$ cat config.mk
export PLATFORM = sky130hd
export DESIGN_NAME = ipc_interrupt_priority_control
export DESIGN_NICKNAME = d
export VERILOG_FILES = /design/src/rtl/ipc_pkg.sv /design/src/rtl/ipc_interrupt_priority_control.sv
export VERILOG_INCLUDE_DIRS = /design/src /design/src/rtl
export SDC_FILE = /design/constraint.sdc
export NUM_CORES = 1
export LEC_CHECK = 0
export BUFFER_PORTS_ARGS = -buffer_cell sky130_fd_sc_hd__clkbuf_2
export CORE_MARGIN = 2
export CORE_UTILIZATION = 45
export DETAILED_ROUTE_END_ITERATION = 16
export HOLD_SLACK_MARGIN = 0.08
export PLACE_DENSITY_LB_ADDON = 0.05
export SETUP_SLACK_MARGIN = 0.5
export SLEW_MARGIN = 20
export SYNTH_ARGS = -nofsm -noshare
export SYNTH_HDL_FRONTEND = slang
export SYNTH_SLANG_ARGS = --single-unit
$ cat constraint.sdc
create_clock -name clock -period 51.1 [get_ports clock]
set_input_delay 10.22 -clock clock [delete_from_list [all_inputs] [get_ports clock]]
set_output_delay 10.22 -clock clock [all_outputs]
set_load 0.05 [all_outputs]
$ cat src/rtl/ipc_defines.svh
/*
 * Constants for the interrupt priority control block: register indices,
 * field positions, decode slots and reset values.
 * Assumes it is included by the package and the block; defines only.
 */
// Contract
// [RL1] Level codes 1..6 set request level
// [RL2] Level code 0 or 7 blocks request
// [RL3] Pending bit reads one while request outstanding
// [RL4] Write zero clears flag, one keeps
// [RL5] Bit7/6:4 upper source, bit3/2:0 lower
// [RL6] Edge select zero rising, one falling
// [RL7] External zero edge or level mode
// [RL8] Non-maskable input also rising when enabled
// [RL9] Four write-only six-bit DMA start vectors
// [RL10] Highest level wins, lowest source on tie
// [RL11] Software writes whole bytes, no bit ops
`ifndef IPC_DEFINES_SVH
`define IPC_DEFINES_SVH

// ----------------------------------------------------------------------------
// Sizes
// ----------------------------------------------------------------------------
`define IPC_NREG        17
`define IPC_NSRC        34
`define IPC_NEXT        10
`define IPC_NPIN        11
`define IPC_NDMA        4

// ----------------------------------------------------------------------------
// Register indices (byte address is four times the index)
// ----------------------------------------------------------------------------
`define IPC_IDX_TIMER7_6     10'h044
`define IPC_IDX_TIMER9_8     10'h045
`define IPC_IDX_TIMERB_A     10'h046
`define IPC_IDX_TOUT6_4      10'h047
`define IPC_IDX_TOUTA_8      10'h05A
`define IPC_IDX_KEY_CLOCK    10'h05B
`define IPC_IDX_EXT0_ADC     10'h070
`define IPC_IDX_EXT2_1       10'h071
`define IPC_IDX_EXT4_3       10'h072
`define IPC_IDX_EXT9_8       10'h073
`define IPC_IDX_EXTB_A       10'h074
`define IPC_IDX_TIMER1_0     10'h075
`define IPC_IDX_TIMER3_2     10'h076
`define IPC_IDX_SERIAL0      10'h077
`define IPC_IDX_SERIAL1      10'h078
`define IPC_IDX_EXT7_SERBUS  10'h079
`define IPC_IDX_TIMER5_4     10'h07A
`define IPC_IDX_INPUT_MODE   10'h07B
`define IPC_IDX_DMA_CH0      10'h07C
`define IPC_IDX_DMA_CH1      10'h07D
`define IPC_IDX_DMA_CH2      10'h07E
`define IPC_IDX_DMA_CH3      10'h07F
`define IPC_IDX_IRQ_STATUS   10'h080
`define IPC_IDX_IRQ_MASK     10'h081
`define IPC_IDX_CURRENT      10'h082

// ----------------------------------------------------------------------------
// Decode slots (0..16 are the enable registers)
// ----------------------------------------------------------------------------
`define IPC_SLOT_MODE    5'h11
`define IPC_SLOT_DMA0    5'h12
`define IPC_SLOT_STATUS  5'h16
`define IPC_SLOT_MASK    5'h17
`define IPC_SLOT_CURRENT 5'h18
`define IPC_SLOT_NONE    5'h1F

// ----------------------------------------------------------------------------
// Field positions
// ----------------------------------------------------------------------------
`define IPC_BIT_UP_PEND     7
`define IPC_BIT_LO_PEND     3
`define IPC_BIT_NMI_RISE    0
`define IPC_BIT_EXT0_LEVEL  1
`define IPC_BIT_FALL_BASE   2
`define IPC_NFALL           6
`define IPC_PIN_NMI         10
`define IPC_LVL_OFF_LO      3'h0
`define IPC_LVL_OFF_HI      3'h7

// ----------------------------------------------------------------------------
// Source numbers of external inputs (2 * register slot + upper)
// ----------------------------------------------------------------------------
`define IPC_SRC_EXT0  6'h0C
`define IPC_SRC_EXT1  6'h0E
`define IPC_SRC_EXT2  6'h0F
`define IPC_SRC_EXT3  6'h10
`define IPC_SRC_EXT4  6'h11
`define IPC_SRC_EXT7  6'h1F
`define IPC_SRC_EXT8  6'h12
`define IPC_SRC_EXT9  6'h13
`define IPC_SRC_EXTA  6'h14
`define IPC_SRC_EXTB  6'h15
`define IPC_EXT_MASK  34'h0_803F_D000

// ----------------------------------------------------------------------------
// Reset values
// ----------------------------------------------------------------------------
`define IPC_RST_REG   8'h00

`endif

$ cat src/rtl/ipc_pkg.sv
/*
 * Types of the interrupt priority control block.
 * Assumes the constants header is on the include path.
 */
`include "ipc_defines.svh"

package ipc_pkg;

	// ------------------------------------------------------------------------
	// Whole state of the block
	// ------------------------------------------------------------------------
	typedef struct packed {
		logic [`IPC_NSRC-1:0][2:0] level;
		logic [`IPC_NSRC-1:0]      pending;
		logic [7:0]                mode;
		logic [`IPC_NDMA-1:0][5:0] dmaVec;
		logic [`IPC_NREG-1:0]      status;
		logic [`IPC_NREG-1:0]      mask;
		logic [`IPC_NPIN-1:0]      sync1;
		logic [`IPC_NPIN-1:0]      sync2;
		logic [`IPC_NPIN-1:0]      prev;
		logic                      nmiReq;
		logic                      cpuReq;
		logic [2:0]                cpuLevel;
		logic [5:0]                cpuVec;
		logic [`IPC_NDMA-1:0]      dmaStart;
		logic [31:0]               rdData;
	} ipc_state_type;

endpackage : ipc_pkg

$ cat src/rtl/ipc_interrupt_priority_control.sv
/*
 * Interrupt priority control: enable registers with pending flags and
 * levels, input mode control, DMA start vectors, priority resolution
 * toward the core, and a sticky status with mask onto one interrupt line.
 * Assumes an APB master on the same clock, peripheral request pulses on
 * the same clock, and asynchronous external pins.
 */
`include "ipc_defines.svh"

module ipc_interrupt_priority_control (
	// Clock and reset
	input  wire logic                 clock,
	input  wire logic                 rst_n,
	// APB slave
	input  wire logic                 psel,
	input  wire logic                 penable,
	input  wire logic                 pwrite,
	input  wire logic [11:0]          paddr,
	input  wire logic [31:0]          pwdata,
	output logic      [31:0]          prdata,
	output logic                      pready,
	output logic                      pslverr,
	// Peripheral request pulses
	input  wire logic [`IPC_NSRC-1:0] srcPulse,
	// External pins
	input  wire logic [`IPC_NEXT-1:0] extPin,
	input  wire logic                 nmiPin,
	// Core side
	output logic                      cpuReq,
	output logic      [2:0]           cpuLevel,
	output logic      [5:0]           cpuVector,
	input  wire logic                 intAck,
	output logic                      nmiReq,
	input  wire logic                 nmiAck,
	// DMA side
	output logic      [`IPC_NDMA-1:0] dmaStart,
	// Interrupt line
	output logic                      irqOut
);

	// ------------------------------------------------------------------------
	// Helper functions
	// ------------------------------------------------------------------------

	// Address index to decode slot
	function automatic logic [4:0] slotOf(input logic [9:0] idx);
		logic [4:0] s;
		s = `IPC_SLOT_NONE;
		unique case (idx)
			`IPC_IDX_TIMER7_6:    s = 5'h00;
			`IPC_IDX_TIMER9_8:    s = 5'h01;
			`IPC_IDX_TIMERB_A:    s = 5'h02;
			`IPC_IDX_TOUT6_4:     s = 5'h03;
			`IPC_IDX_TOUTA_8:     s = 5'h04;
			`IPC_IDX_KEY_CLOCK:   s = 5'h05;
			`IPC_IDX_EXT0_ADC:    s = 5'h06;
			`IPC_IDX_EXT2_1:      s = 5'h07;
			`IPC_IDX_EXT4_3:      s = 5'h08;
			`IPC_IDX_EXT9_8:      s = 5'h09;
			`IPC_IDX_EXTB_A:      s = 5'h0A;
			`IPC_IDX_TIMER1_0:    s = 5'h0B;
			`IPC_IDX_TIMER3_2:    s = 5'h0C;
			`IPC_IDX_SERIAL0:     s = 5'h0D;
			`IPC_IDX_SERIAL1:     s = 5'h0E;
			`IPC_IDX_EXT7_SERBUS: s = 5'h0F;
			`IPC_IDX_TIMER5_4:    s = 5'h10;
			`IPC_IDX_INPUT_MODE:  s = `IPC_SLOT_MODE;
			`IPC_IDX_DMA_CH0:     s = 5'h12;
			`IPC_IDX_DMA_CH1:     s = 5'h13;
			`IPC_IDX_DMA_CH2:     s = 5'h14;
			`IPC_IDX_DMA_CH3:     s = 5'h15;
			`IPC_IDX_IRQ_STATUS:  s = `IPC_SLOT_STATUS;
			`IPC_IDX_IRQ_MASK:    s = `IPC_SLOT_MASK;
			`IPC_IDX_CURRENT:     s = `IPC_SLOT_CURRENT;
			default:              s = `IPC_SLOT_NONE;
		endcase
		return s;
	endfunction : slotOf

	// External pin number to source number
	function automatic logic [5:0] extSrcOf(input int p);
		logic [5:0] s;
		s = `IPC_SRC_EXT0;
		unique case (p)
			0:       s = `IPC_SRC_EXT0;
			1:       s = `IPC_SRC_EXT1;
			2:       s = `IPC_SRC_EXT2;
			3:       s = `IPC_SRC_EXT3;
			4:       s = `IPC_SRC_EXT4;
			5:       s = `IPC_SRC_EXT7;
			6:       s = `IPC_SRC_EXT8;
			7:       s = `IPC_SRC_EXT9;
			8:       s = `IPC_SRC_EXTA;
			default: s = `IPC_SRC_EXTB;
		endcase
		return s;
	endfunction : extSrcOf

	// ------------------------------------------------------------------------
	// State and next state
	// ------------------------------------------------------------------------
	ipc_pkg::ipc_state_type  st_r;
	ipc_pkg::ipc_state_type  st_nxt;
	logic [4:0]              slot;
	logic                    setupPh;
	logic                    writeEn;
	logic                    readEn;
	logic [`IPC_NPIN-1:0]    rise;
	logic [`IPC_NPIN-1:0]    fall;
	logic [`IPC_NEXT-1:0]    extEvt;
	logic [`IPC_NSRC-1:0]    evt;
	logic [`IPC_NSRC-1:0]    claim;
	logic [`IPC_NSRC-1:0]    setPend;
	logic [`IPC_NSRC-1:0]    clrPend;
	logic [`IPC_NREG-1:0]    setStat;
	logic [2:0]              winLvl;
	logic [5:0]              winIdx;
	logic                    anyValid;
	logic                    nmiEvt;
	logic [31:0]             rdMux;

	// Bus phase decode
	assign slot    = (paddr[11:2] < 10'h100) ? slotOf(paddr[11:2]) : `IPC_SLOT_NONE;
	assign setupPh = psel & ~penable;
	assign writeEn = psel & penable & pwrite;
	assign readEn  = psel & penable & ~pwrite;

	// Next state
	always_comb begin
		st_nxt   = st_r;
		extEvt   = '0;
		claim    = '0;
		clrPend  = '0;
		setStat  = '0;
		winLvl   = 3'h0;
		winIdx   = 6'h00;
		rdMux    = 32'h0000_0000;
		st_nxt.dmaStart = '0;

		// Two-stage pin synchronisers, then a history stage
		st_nxt.sync1 = {nmiPin, extPin};
		st_nxt.sync2 = st_r.sync1;
		st_nxt.prev  = st_r.sync2;
		rise = st_r.sync2 & ~st_r.prev;
		fall = ~st_r.sync2 & st_r.prev;

		// [RL6] edge polarity select
		for (int p = 0; p < `IPC_NEXT; p++) begin
			if (p < `IPC_NFALL && st_r.mode[3'(`IPC_BIT_FALL_BASE + p)]) begin
				extEvt[p] = fall[p];
			end else begin
				extEvt[p] = rise[p];
			end
		end
		// [RL7] external zero level mode
		if (st_r.mode[`IPC_BIT_EXT0_LEVEL]) begin
			extEvt[0] = st_r.sync2[0];
		end

		// Merge peripheral pulses with pin events
		evt = srcPulse & ~`IPC_EXT_MASK;
		for (int p = 0; p < `IPC_NEXT; p++) begin
			evt[extSrcOf(p)] = extEvt[p];
		end

		// Claimed event skips the pending flag: no second service by the core
		// [RL9] start DMA channel on matching request
		for (int c = 0; c < `IPC_NDMA; c++) begin
			if (st_r.dmaVec[c] != 6'h00 && st_r.dmaVec[c] <= 6'(`IPC_NSRC)) begin
				if (evt[st_r.dmaVec[c] - 6'h01]) begin
					st_nxt.dmaStart[c] = 1'b1;
					claim[st_r.dmaVec[c] - 6'h01] = 1'b1;
				end
			end
		end
		setPend = evt & ~claim;

		// Core acknowledge retires the presented source
		if (intAck && st_r.cpuVec != 6'h00) begin
			clrPend[st_r.cpuVec - 6'h01] = 1'b1;
		end

		// Register writes
		if (writeEn && slot < 5'(`IPC_NREG)) begin
			// [RL5] two sources per enable register
			st_nxt.level[{slot, 1'b1}] = pwdata[6:4];
			st_nxt.level[{slot, 1'b0}] = pwdata[2:0];
			// [RL4] zero clears, one keeps
			clrPend[{slot, 1'b1}] = clrPend[{slot, 1'b1}] | ~pwdata[`IPC_BIT_UP_PEND];
			clrPend[{slot, 1'b0}] = clrPend[{slot, 1'b0}] | ~pwdata[`IPC_BIT_LO_PEND];
		end
		if (writeEn && slot == `IPC_SLOT_MODE) begin
			st_nxt.mode = pwdata[7:0];
		end
		if (writeEn && slot >= `IPC_SLOT_DMA0 && slot < `IPC_SLOT_STATUS) begin
			st_nxt.dmaVec[2'(slot - `IPC_SLOT_DMA0)] = pwdata[5:0];
		end
		if (writeEn && slot == `IPC_SLOT_MASK) begin
			st_nxt.mask = pwdata[`IPC_NREG-1:0];
		end

		// [RL3] flag held until cleared, new request wins
		st_nxt.pending = (st_r.pending & ~clrPend) | setPend;

		// Sticky status per enable register (its two sources), set wins
		for (int r = 0; r < `IPC_NREG; r++) begin
			setStat[r] = setPend[2 * r] | setPend[2 * r + 1];
		end
		// Read clears only the bits it returned; an event that lands
		// between setup and access stays for the next read
		if (readEn && slot == `IPC_SLOT_STATUS) begin
			st_nxt.status = (st_r.status & ~st_r.rdData[`IPC_NREG-1:0]) | setStat;
		end else begin
			st_nxt.status = st_r.status | setStat;
		end

		// [RL8] non-maskable edge detect
		nmiEvt = fall[`IPC_PIN_NMI] | (st_r.mode[`IPC_BIT_NMI_RISE] & rise[`IPC_PIN_NMI]);
		st_nxt.nmiReq = (st_r.nmiReq & ~nmiAck) | nmiEvt;

		// [RL10] highest level, lowest source on tie
		for (int i = 0; i < `IPC_NSRC; i++) begin
			// [RL2] codes 0 and 7 never compete
			if (st_r.pending[i] && st_r.level[i] != `IPC_LVL_OFF_LO
			    && st_r.level[i] != `IPC_LVL_OFF_HI && st_r.level[i] > winLvl) begin
				// [RL1] level code is request level
				winLvl = st_r.level[i];
				winIdx = 6'(i);
			end
		end
		anyValid        = (winLvl != 3'h0);
		st_nxt.cpuReq   = anyValid;
		st_nxt.cpuLevel = winLvl;
		st_nxt.cpuVec   = anyValid ? winIdx + 6'h01 : 6'h00;

		// Read data, captured in the setup phase
		// Level fields and write-only registers read as zero
		if (slot < 5'(`IPC_NREG)) begin
			rdMux[`IPC_BIT_UP_PEND] = st_r.pending[{slot, 1'b1}];
			rdMux[`IPC_BIT_LO_PEND] = st_r.pending[{slot, 1'b0}];
		end else if (slot == `IPC_SLOT_STATUS) begin
			rdMux[`IPC_NREG-1:0] = st_r.status;
		end else if (slot == `IPC_SLOT_MASK) begin
			rdMux[`IPC_NREG-1:0] = st_r.mask;
		end else if (slot == `IPC_SLOT_CURRENT) begin
			rdMux[5:0]  = st_r.cpuVec;
			rdMux[10:8] = st_r.cpuLevel;
			rdMux[15]   = st_r.cpuReq;
			rdMux[16]   = st_r.nmiReq;
		end
		if (setupPh) begin
			st_nxt.rdData = rdMux;
		end
	end

	// State register
	always_ff @(posedge clock) begin
		if (!rst_n) begin
			st_r <= '0;
		end else begin
			st_r <= st_nxt;
		end
	end

	// ------------------------------------------------------------------------
	// Outputs
	// ------------------------------------------------------------------------

	// Zero-wait slave, error on unmapped index
	assign pready    = 1'b1;
	assign pslverr   = psel & penable & (slot == `IPC_SLOT_NONE);
	assign prdata    = st_r.rdData;
	assign cpuReq    = st_r.cpuReq;
	assign cpuLevel  = st_r.cpuLevel;
	assign cpuVector = st_r.cpuVec;
	assign nmiReq    = st_r.nmiReq;
	assign dmaStart  = st_r.dmaStart;
	assign irqOut    = |(st_r.status & st_r.mask);

	logic upWrClr;
	assign upWrClr = writeEn && slot < 5'(`IPC_NREG) && !pwdata[`IPC_BIT_UP_PEND]
	                 && !setPend[{slot, 1'b1}];
endmodule : ipc_interrupt_priority_control

==> impl_results.md <==
- Status: finished, final reports clean
- Post-Route WL: 77400 um
- CTS clk-pin slew, worst paths: 60 ps
- Number of placed I/O pins: 146
- Critical path capture point type: register
- Class of the worst hold path: reg2reg
- Tmin final: 46870 ps
- Hold-critical path endpoint: st_nxt[51]
- Buffer cell driving the clock tree root: clkbuf_16
- Leakage component of the power: 9.03 nW
- Cell types occupying the most area after synthesis: dfxtp_1, mux2i_1, nor2_1, nand2_1, a21oi_1
- CTS max path bufs: 3
- Worst reg2reg path endpoint: cpuVector[4]
- Synth Area in XOR/XNOR: 0.0107
- Synthesis warning total: 0
- Clock tree from TritonCTS: built
- First-pass GRT wire length: 117000 um
- Final design utilization: 0.494
- Number of cells on the worst hold path: 1
- Flip-flop and latch count after synthesis: 263
- Synth Area in Compound Gates: 0.267
- Count of final setup violators: 0
- Synth Area in Simple Gates: 0.266
- Largest family of logic cells by synthesized area: compound AO/OA/AOI/OAI gates
- Portion of the post-synthesis area used by sequential elements: 0.256
- Area of the core: approximately 45000 um^2
- Areal power density over the cells: 23.0 nW/um^2
- Required time of the critical path: 51490 ps
- Crit-path max FO: 13
- Reg2Reg Launch Point: st_r[146]
- First-pass iteration count of the detailed router: 6
- Via count: 21322
- Fraction of the cycle the final worst path needs: 0.917
- Routed Antenna Nets: 0
- Total standard cell area after synthesis: 20500 um^2
- Clock insertion delay at the later pin of the skew report: between 500 and 600 ps
- Final hold vios: 0
- Maximum number of pins on one net before global-route repair: 137
- Total Neg Setup Slack: 0 ps
- Post-CTS setup buffers: 0
- CP startpoint kind: register
- F_max: approximately 21 MHz
- Fin Clk Skew: 36.1 ps
- Slew HR: 0.247
- Detailed-route DRC error count: 0
- CP Data Arrival Time: approximately 47000 ps
- Worst-case register-to-register setup slack: 4230 ps
- Peak supply drop: 0.0251 mV
- Number of buffers created by CTS: 35
- Gate count of the mapped netlist: 2764
- Layout filler cell count: roughly 4500
- Largest stage delay on the critical path: slightly above 500 ps
- Transition time of the tightest slew-check pin: approximately 1100 ps
- Area share of the largest cell type after synthesis: 0.256
- Proportion of layout cells with a drive suffix above 1: 0.112
- Number of library cell types mapped by synthesis: 123
- Max-capacitance violation count: 0
- RD Place Congestion: 1.01
- Fraction of synthesized area in multiplexers: 0.104
- Die extent in x: approximately 220 um
- Via count of the first global-routing pass: 19487
- Unrepaired setup endpoints after global routing: no
- Per-cell routed wire length: 23.0 um
- Post-DR vias/cell: 6.35
- Total Nets Final: 2879
- 1st-iter DRT viols: 2004
- Global Route Usage Sum: 0.318
- Cell with the most instances after synthesis: nor2_1
- Max-slew violation count: 0
- Length in cells of the worst reg-to-reg path: 229
- Number of H-tree levels: 2
- Most area-hungry cell type in the Yosys netlist: dfxtp_1
- Clock sink count: 263
- Initial standard-cell utilization of the core: 0.455
- Standard-cell row count: 78
- Crit path max-delay cell type: dfxtp_1
- Detailed placement HPWL: 56400 um
- Cell occurring most often along the worst timing path: nor2_1
- Most used standard cells in the synthesized netlist: nor2_1, nand2_1, dfxtp_1
- Area Overhead vs Synth: 8.60%
- Total overflow reported by the global router: 0
- PortBufs: 102
- WS Path Type: reg2reg
- Adder and majority cell fraction of the synthesized area: 0.0324
- Fraction of registers with async set/reset: 0
- Number of hold buffers added after CTS: 0
- Y dimension of the die: 218 um
- Number of gates given a new drive strength after cts: 0
- Hold Startpoint: st_nxt[62]
- Most used flip-flop cell after synthesis: dfxtp_1
- Number of antenna violations at the first check in global routing: 0
- Post-synthesis average cell area: 7.43 um^2
- Total die area: 47400 um^2
- Count of flip-flops with a built-in enable after synthesis: 0
critical path, delay by kind of cell (launching register included):
kind                     cells  cell delay [ps]
AO/OA/AOI/OAI               90            19270
buffers and inverters        4              660
flip-flops                   1              510
multiplexers                 7             2340
adder cells (fa/ha/maj)     37            10520
AND/OR/NAND/NOR             91            13410
cell families after synthesis:
| kind of cell | Yosys count |
|---|---|
| compound gates | 767 |
| xor+xnor | 25 |
| simple gates | 1168 |
| fa+ha+maj | 54 |
| flops | 263 |
| buf+inv | 287 |
| other cells | 2 |
| mux | 198 |
cell type report:
cell class / instances / area [um^2] / share of cell area
Inverter: 86 / 328 / 0.0147
Timing Repair Buffer: 119 / 638 / 0.0286
Clock buffer: 47 / 1000 / 0.0449
Antenna cell: 1 / 2.50 / 0.000112
Sequential cell: 263 / 5270 / 0.236
Clock inverter: 16 / 209 / 0.00936
Multi-Input combinational cell: 2228 / 14100 / 0.633
Tap cell: 600 / 751 / 0.0336
flip-flops by register name, summed over array words and instances (netlist names):
register	flops
st_r	209
st_nxt	22
prdata	17
cpuVector	6
dmaStart	4
cpuLevel	3
cpuReq	1
nmiReq	1
power by group:
group	internal, mW	total (mW)	switching, mW	leakage [nW]
Clock	0.159	0.262	0.103	0.585
Combinational	0.0103	0.0366	0.0262	6.30
Sequential	0.209	0.214	0.00512	2.14
Total	0.378	0.512	0.134	9.03
worst max path at each step:
stage | slack, ps | start | endpoint
floorplan | 10130 | st_r[181] | cpuVector[4]
global placement | 4000 | st_r[146] | cpuVector[4]
detailed placement | 3200 | st_r[146] | cpuVector[4]
CTS | 3110 | st_r[146] | cpuVector[4]
global route | 530 | st_r[146] | cpuVector[4]
finish | 4230 | st_r[146] | cpuVector[4]
through the flow:
stage	hold slack, ps	instances	worst slack (ps)	area [um^2]	power (mW)
6_report	430	3360	4230	22300	0.512
5_1_grt	454	3359	525	22300	0.527
4_1_cts	434	3359	3110	22300	0.515
3_5_place_dp	420	3296	3200	21000	0.254
3_3_place_gp	413	3296	4000	21000	0.254
2_1_floorplan	412	2778	10130	20600	0.238
metal layers:
| layer | GRT usage | share of wire |
|---|---|---|
| met1 | 0.437 | 0.45 |
| met2 | 0.507 | 0.45 |
| met3 | 0.0484 | 0.068 |
| met4 | 0.108 | 0.034 |
| met5 | 0 | 0 |
cell usage in the layout, fill, tap and decap left out, types with 15 or more instances in the layout:
cell         n
a211oi_1    24
a21oi_1    152
a221oi_1    22
a22oi_1     24
a31oi_1     34
and2_1      69
and3_1      31
buf_4       17
clkbuf_16   36
clkbuf_2   102
conb_1      16
dfxtp_1    263
ha_1        50
inv_1       83
mux2i_1    179
nand2_1    324
nand2b_1    19
nand3_1    101
nand4_1     19
nor2_1     380
nor2b_1     26
nor3_1      64
nor4_1      19
o211ai_1    24
o21a_1      18
o21ai_0    154
o221a_2     15
o221ai_1    47
o22ai_1     39
o31ai_1     17
or2_2       21
or3_1       28
No activity file was read; power rests on OpenSTA's default activity.
